--- src/emu_pkg.sv ---
// Purpose: constants and types shared by the edge mask unit
// Assumes: 64-bit word of elements, byte addressed
// Notes: mask occupies the low bits of an 8-bit result
package emu_pkg;
	localparam int EMU_ADDR_W = 32;
	localparam int EMU_MASK_W = 8;
	localparam int EMU_OFS_W = 3;
	localparam logic [EMU_ADDR_W-1:0] EMU_ALIGN_CLR = 32'h0000_0007;
	localparam logic [EMU_MASK_W-1:0] EMU_MASK_RST = 8'h00;
	localparam logic [EMU_MASK_W-1:0] EMU_ALL_ONES = 8'hff;

	typedef enum logic [1:0]
	{
		EMU_SIZE_8 = 2'b00,
		EMU_SIZE_16 = 2'b01,
		EMU_SIZE_32 = 2'b10
	} emu_size_t;
endpackage

--- src/emu_edge_mask_unit.sv ---
// Purpose: partial-store edge mask for scan line start and end
// Assumes: operands valid in the cycle they are presented
// Notes: mask registered once so the output comes from a flip-flop
//
// Contract
// - Align both addresses by clearing their three lowest bits.
// - Aligned addresses differ: result is the left edge mask.
// - Aligned addresses equal: result is left AND right mask.
// - No ordering check; aligned start above aligned end still yields left mask.
// - Big-endian: left sets from start offset on; right up to end offset.
// - Little-endian masks are bit-reversed big-endian masks.
// - Left mask from start low bits, right mask from end low bits.
// - One bit per element: eight, four or two bits by size.
// - Set bit enables element write; big-endian byte offset three gives 00011111.
`timescale 1ns/10ps
module emu_edge_mask_unit
(
	// Clock and reset
	input wire logic mclk_i,
	input wire logic srst_i,
	// Operands
	input wire logic [emu_pkg::EMU_ADDR_W-1:0] start_elem_ptr_i,
	input wire logic [emu_pkg::EMU_ADDR_W-1:0] last_elem_ptr_i,
	input wire emu_pkg::emu_size_t elem_size_i,
	input wire logic little_endian_i,
	// Result
	output logic [emu_pkg::EMU_MASK_W-1:0] edge_mask_o
);
	import emu_pkg::*;

	logic [EMU_MASK_W-1:0] mask_reg;
	logic [EMU_MASK_W-1:0] mask_next;
	logic [EMU_ADDR_W-1:0] start_al;
	logic [EMU_ADDR_W-1:0] last_al;
	logic [EMU_OFS_W-1:0] lofs;
	logic [EMU_OFS_W-1:0] rofs;
	logic [EMU_MASK_W-1:0] left_be;
	logic [EMU_MASK_W-1:0] right_be;
	logic [EMU_MASK_W-1:0] left_m;
	logic [EMU_MASK_W-1:0] right_m;
	logic [3:0] nelem;

	function automatic logic [EMU_MASK_W-1:0] rev_n(input logic [EMU_MASK_W-1:0] v,
		input logic [3:0] n);
		logic [EMU_MASK_W-1:0] r;
		r = EMU_MASK_RST;
		for (int i = 0; i < EMU_MASK_W; i++)
		begin
			if (i < int'(n))
			begin
				r[i] = v[int'(n) - 1 - i];
			end
		end
		return r;
	endfunction

	always_comb
	begin
		start_al = start_elem_ptr_i & ~EMU_ALIGN_CLR;
		last_al = last_elem_ptr_i & ~EMU_ALIGN_CLR;
		// Offset in elements; bits below element size are dropped
		case (elem_size_i)
			EMU_SIZE_16:
			begin
				lofs = {1'b0, start_elem_ptr_i[2:1]};
				rofs = {1'b0, last_elem_ptr_i[2:1]};
				nelem = 4'h4;
			end
			EMU_SIZE_32:
			begin
				lofs = {2'b00, start_elem_ptr_i[2]};
				rofs = {2'b00, last_elem_ptr_i[2]};
				nelem = 4'h2;
			end
			default:
			begin
				lofs = start_elem_ptr_i[2:0];
				rofs = last_elem_ptr_i[2:0];
				nelem = 4'h8;
			end
		endcase
		// Big-endian with element 0 in the top used bit: ones from offset onward
		left_be = 8'(EMU_ALL_ONES >> (4'h8 - nelem + 4'(lofs)));
		right_be = 8'(~(EMU_ALL_ONES >> (4'h8 - nelem + 4'(rofs) + 4'h1))
			& (EMU_ALL_ONES >> (4'h8 - nelem)));
		if (little_endian_i)
		begin
			left_m = rev_n(left_be, nelem);
			right_m = rev_n(right_be, nelem);
		end
		else
		begin
			left_m = left_be;
			right_m = right_be;
		end
		// Ordering not checked: a pair with aligned start above aligned end still gives the left mask
		if (start_al != last_al)
		begin
			mask_next = left_m;
		end
		else
		begin
			mask_next = left_m & right_m;
		end
	end

	// Only a pipeline stage; nothing carries from one operation to the next
	always_ff @(posedge mclk_i)
	begin
		if (srst_i)
		begin
			mask_reg <= EMU_MASK_RST;
		end
		else
		begin
			mask_reg <= mask_next;
		end
	end

	assign edge_mask_o = mask_reg;

	// Reset is also sampled in each antecedent except the width checks: at the release edge the flop still clears
	// although the disable condition has already dropped, so that edge must stay vacuous
	property p_differ_left;
		@(posedge mclk_i) disable iff (srst_i)
		(!srst_i && start_al != last_al) |=> (edge_mask_o == $past(left_m));
	endproperty
	a_differ_left: assert property (p_differ_left) else $error("differ: not left mask");

	property p_equal_and;
		@(posedge mclk_i) disable iff (srst_i)
		(!srst_i && start_al == last_al) |=> (edge_mask_o == $past(left_m & right_m));
	endproperty
	a_equal_and: assert property (p_equal_and) else $error("equal: not AND mask");

	property p_byte_ofs3;
		@(posedge mclk_i) disable iff (srst_i)
		(elem_size_i == EMU_SIZE_8 && !little_endian_i && start_elem_ptr_i[2:0] == 3'h3
			&& start_al != last_al && !srst_i) |=> (edge_mask_o == 8'h1f);
	endproperty
	a_byte_ofs3: assert property (p_byte_ofs3) else $error("byte offset 3 mask wrong");

	property p_reversed;
		@(posedge mclk_i) disable iff (srst_i)
		(!srst_i && start_al > last_al && elem_size_i == EMU_SIZE_8 && !little_endian_i)
		|=> (edge_mask_o == (8'hff >> $past(start_elem_ptr_i[2:0])));
	endproperty
	a_reversed: assert property (p_reversed) else $error("reversed pair not left mask");

	property p_le_byte;
		@(posedge mclk_i) disable iff (srst_i)
		(!srst_i && elem_size_i == EMU_SIZE_8 && little_endian_i && start_al != last_al)
		|=> (edge_mask_o == 8'(8'hff << $past(start_elem_ptr_i[2:0])));
	endproperty
	a_le_byte: assert property (p_le_byte) else $error("little-endian left mask wrong");

	property p_width16;
		@(posedge mclk_i) disable iff (srst_i)
		(elem_size_i == EMU_SIZE_16) |=> (edge_mask_o[7:4] == 4'h0);
	endproperty
	a_width16: assert property (p_width16) else $error("16-bit mask too wide");

	property p_width32;
		@(posedge mclk_i) disable iff (srst_i)
		(elem_size_i == EMU_SIZE_32) |=> (edge_mask_o[7:2] == 6'h00);
	endproperty
	a_width32: assert property (p_width32) else $error("32-bit mask too wide");

	property p_right16;
		@(posedge mclk_i) disable iff (srst_i)
		(!srst_i && elem_size_i == EMU_SIZE_16 && !little_endian_i && start_al == last_al
			&& start_elem_ptr_i[2:0] == 3'h0 && last_elem_ptr_i[2:1] == 2'h2)
		|=> (edge_mask_o == 8'h0e);
	endproperty
	a_right16: assert property (p_right16) else $error("16-bit right mask wrong");

	property p_align;
		@(posedge mclk_i) disable iff (srst_i)
		((start_elem_ptr_i[31:3] == last_elem_ptr_i[31:3]) == (start_al == last_al))
		&& start_al[2:0] == 3'h0 && last_al[2:0] == 3'h0;
	endproperty
	a_align: assert property (p_align) else $error("alignment compare wrong");

	// No disable here: the point is that reset itself leaves nothing behind
	property p_reset_clear;
		@(posedge mclk_i)
		srst_i |=> (edge_mask_o == EMU_MASK_RST);
	endproperty
	a_reset_clear: assert property (p_reset_clear) else $error("mask not cleared");

	property p_le_right8;
		@(posedge mclk_i) disable iff (srst_i)
		(!srst_i && elem_size_i == EMU_SIZE_8 && little_endian_i && start_al == last_al
			&& start_elem_ptr_i[2:0] == 3'h0)
		|=> (edge_mask_o == (8'hff >> (3'h7 - $past(last_elem_ptr_i[2:0]))));
	endproperty
	a_le_right8: assert property (p_le_right8) else $error("LE right mask wrong");

	property p_le16_left;
		@(posedge mclk_i) disable iff (srst_i)
		(!srst_i && elem_size_i == EMU_SIZE_16 && little_endian_i && start_al != last_al)
		|=> (edge_mask_o == {4'h0, 4'(4'hf << $past(start_elem_ptr_i[2:1]))});
	endproperty
	a_le16_left: assert property (p_le16_left) else $error("LE 16-bit left wrong");

	property p_be32_equal;
		@(posedge mclk_i) disable iff (srst_i)
		(!srst_i && elem_size_i == EMU_SIZE_32 && !little_endian_i && start_al == last_al
			&& start_elem_ptr_i[2] == 1'b0 && last_elem_ptr_i[2] == 1'b0)
		|=> (edge_mask_o == 8'h02);
	endproperty
	a_be32_equal: assert property (p_be32_equal) else $error("32-bit AND mask wrong");

	// Unused size code falls back to bytes rather than producing an empty mask
	property p_size3_byte;
		@(posedge mclk_i) disable iff (srst_i)
		(!srst_i && elem_size_i == emu_size_t'(2'b11) && !little_endian_i && start_al != last_al)
		|=> (edge_mask_o == (8'hff >> $past(start_elem_ptr_i[2:0])));
	endproperty
	a_size3_byte: assert property (p_size3_byte) else $error("size 3 not byte mask");

	c_differ: cover property (@(posedge mclk_i) disable iff (srst_i) start_al != last_al);
	c_equal: cover property (@(posedge mclk_i) disable iff (srst_i) start_al == last_al);
	c_le32: cover property (@(posedge mclk_i) disable iff (srst_i)
		little_endian_i && elem_size_i == EMU_SIZE_32);
	c_rev: cover property (@(posedge mclk_i) disable iff (srst_i) start_al > last_al);
	c_size3: cover property (@(posedge mclk_i) disable iff (srst_i)
		elem_size_i == emu_size_t'(2'b11));
endmodule

--- config.mk ---
export PLATFORM = sky130hd
export DESIGN_NAME = emu_edge_mask_unit
export DESIGN_NICKNAME = d
export VERILOG_FILES = /design/src/emu_pkg.sv /design/src/emu_edge_mask_unit.sv
export SDC_FILE = /design/constraint.sdc
export NUM_CORES = 1
export LEC_CHECK = 0
export ABC_AREA = 0
export ABC_CLOCK_PERIOD_IN_PS = 5900
export BUFFER_PORTS_ARGS = -buffer_cell sky130_fd_sc_hd__buf_2
export CAP_MARGIN = 20
export CORE_ASPECT_RATIO = 0.9
export CORE_MARGIN = 5
export CORE_UTILIZATION = 45
export CTS_BUF_LIST = sky130_fd_sc_hd__clkbuf_2
export DETAILED_ROUTE_END_ITERATION = 16
export PLACE_DENSITY = 0.79
export SLEW_MARGIN = 5
export SYNTH_ARGS = -nofsm -noshare
export SYNTH_HDL_FRONTEND = slang
export SYNTH_SLANG_ARGS = --single-unit
--- constraint.sdc ---
create_clock -name mclk_i -period 5.9 [get_ports mclk_i]
set_input_delay 0 -clock mclk_i [delete_from_list [all_inputs] [get_ports mclk_i]]
set_output_delay 0 -clock mclk_i [all_outputs]
set_load 0.03 [all_outputs]
==> flow_summary_export.csv <==
group,metric,value,unit
sta,setup_viol,0,
clock_network,postCtsHoldBufs,0,
detailed_routing,drt_pass1_iterations,4,
detailed_routing,drc,0,
yosys,yosysSeqAreaShare,10.6,%
die,ios,77,
pwr,combPwrFrac,69.8,%
yosys,synth_top_cell_by_area,"xnor2_1",
sta,tns,0,ns
clock_network,path_clk_slew,0.06,ns
sta,rsz0062_at_grt,"no",
final_layout,seq_area,160,um2
clock_network,cts_root_buf,"clkbuf_2",
yosys,syn_nets,287,
yosys,syn_area,1520,um2
global_routing,antenna_found_initial,0,
critical_path,arrival,3.40,ns
sta,slew_headroom,45.9,%
sta,slew_violations,0,
final_layout,area_growth,26.8,%
pwr,p_switching,0.142,mW
placed_design,gp_congestion,0.913,
flow_run,cap_violations,0,
detailed_routing,wirelength,4290,um
pwr,intPower,0.162,mW
sta,period_minus_slack,3.25,ns
clock_network,tritoncts,"done",
detailed_routing,antenna_left,0,
detailed_routing,wire_per_inst,13.5,um
pwr,peakVddDrop,80.6,uV
global_routing,grt_max_degree,26,
detailed_routing,drt_iter0_drc,115,
clock_network,clk_path_buf_depth,2,
die,fp.coreArea,3300,um2
yosys,ys_ff_latch,8,
yosys,yosys-top-cells-count,"27 x xnor2_1, 17 x nand2_1, 15 x nor2_1, 14 x o21ai_0, 12 x inv_1",
clock_network,cts_setup_buffers,0,
min_path,hp-class,"input port to flop",
pwr,p_clk_share,9.6,%
yosys,yosysMostFrequentCell,"xnor2_1",
yosys,ys_warn_count,0,
clock_network,cts-resized-gates,0,
global_routing,grt_usage,17.9,%
yosys,netlist_instances,206,
pwr,p_leak,0.873,nW
yosys,synth_area_leaders,"xnor2_1 16%, dfxtp_1 11%, ha_1 8.3%, o21ai_0 4.6%, nand2_1 4.2%",
final_layout,drive_gt1_share,32.7,%
die,num_rows,20,
critical_path,start_kind,"input port",
global_routing,grt_pass1_wl,6910,um
detailed_routing,vias,1763,
global_routing,grt_overflow,0,
detailed_routing,vias_per_cell,5.53,
clock_network,htreeDepth,1,
die,dieHeight,65.1,um
pwr,sw_frac_of_total,46.7,%
critical_path,worstPathMaxFanout,25,
yosys,synthArstFlopShare,0,%
yosys,yosysTopAreaCellShare,15.6,%
pwr,seq_power_share,20.6,%
critical_path,worstSetupPathType,"input port to flop",
yosys,synth_edf_count,0,
sta,worst_pin_slew,0.812,ns
yosys,synth_area_per_cell,7.36,um2
final_layout,fillers,337,
outcome,run_status,"finished, final reports clean",
sta,finalHoldViolCount,0,
die,start_util,45.9,%
final_layout,final_core_util,58.1,%
critical_path,critPathRequiredTime,6.06,ns
sta,setup_slack,2.65,ns
clock_network,numCtsBuffers,3,
placed_design,portBuffers,76,
final_layout,num_antenna_cells,0,
final_layout,largest_reg_flops,8,
critical_path,endpoint_kind,"flop",
final_layout,final_nets,358,
placed_design,hpwl,3510,um
pwr,power-per-cell-area,158,nW/um2
final_layout,multiInputGateArea,1260,um2
die,die_area,4630,um2
sta,max_freq,0.308,GHz
sta,finalCritPeriodShare,55.0,%
clock_network,cts_sinks,8,
die,die_w,71.2,um
placed_design,place_ws,2.47,ns
global_routing,grt_pass1_vias,1645,
yosys,ys.flop_type,"dfxtp_1",
yosys,synth_cell_types,49,
-- worst paths after layout --
check                 startpoint              to  slack (ns)  depth (start not counted)
setup / recovery  elem_size_i[0]  edge_mask_o[3]        2.65                         13
hold / removal            srst_i  edge_mask_o[7]        0.08                          2
-- power groups by stage --
stage	Clock [mW]	Combinational, mW	Sequential [mW]
finish	0.0292	0.212	0.0626
global route	0.0338	0.232	0.0635
floorplan	0	0.134	0.0790
detailed placement	0	0.208	0.0640
CTS	0.0315	0.209	0.0628
global placement	0	0.206	0.0638
-- cells by family (layout without fill, tap and decap cells) --
| kind of cell | count (synthesis) | after routing | share of synthesized area (%) |
|---|---|---|---|
| buf+inv | 22 | 91 | 5.95 |
| xor+xnor | 30 | 30 | 17.8 |
| compound gates | 60 | 60 | 27.7 |
| fa+ha+maj | 14 | 14 | 12.3 |
| simple gates | 70 | 70 | 24.7 |
| flops | 8 | 8 | 10.6 |
| mux | 1 | 1 | 0.743 |
| other cells | 1 | 1 | 0.247 |
-- stage by stage --
stage,total power [mW],instance area [um2],std cells,hold WS [ns]
after floorplan,0.213,1520,206,0.230
after global placement,0.270,1910,316,0.308
after detailed placement,0.272,1910,316,0.306
after CTS,0.303,1920,319,0.0561
after global routing,0.329,1920,319,0.0660
final,0.304,1920,319,0.0828
-- worst max-delay path, cell delays in order --
cell	delay, ns
buf_2	0.10
inv_1	0.06
ha_1	0.82
nand2_1	0.10
o21ai_0	0.13
ha_1	0.19
inv_1	0.05
fa_1	0.81
o21ai_0	0.18
a2111oi_0	0.47
o21ai_0	0.16
a31oi_1	0.19
a211o_1	0.15
-- cell type report --
| class | count | share of cell area, % |
|---|---|---|
| clock buffer | 3 | 0.782 |
| inverter | 12 | 2.35 |
| multi-input combinational | 176 | 65.9 |
| sequential | 8 | 8.34 |
| tap | 44 | 2.87 |
| timing repair buffer | 76 | 19.8 |
-- cell usage in the layout, fill, tap and decap left out, types with 2 or more instances in the layout --
cell type,count
buf_2,76
xnor2_1,27
nand2_1,17
nor2_1,15
o21ai_0,14
inv_1,12
a21oi_1,11
ha_1,10
dfxtp_1,8
nor3_1,7
nand4_1,7
nand3_1,7
a31oi_1,5
a22oi_1,4
a21o_1,4
nor2b_1,4
nand2b_1,4
o21ai_1,3
a211oi_1,3
clkbuf_2,3
and2_1,2
or3_1,2
xor2_1,2
nor3_2,2
a221oi_1,2
a21boi_0,2
fa_1,2
-- layer usage --
layer  wire (um)  global-route usage [%]  vias up
met4           8                    4.46        0
met2        2050                    30.5       89
met5           0                       0        -
met1        1830                    23.8      796
met3         401                    2.17        4
li1            -                       -      874
No activity file was read; power rests on OpenSTA's default activity.
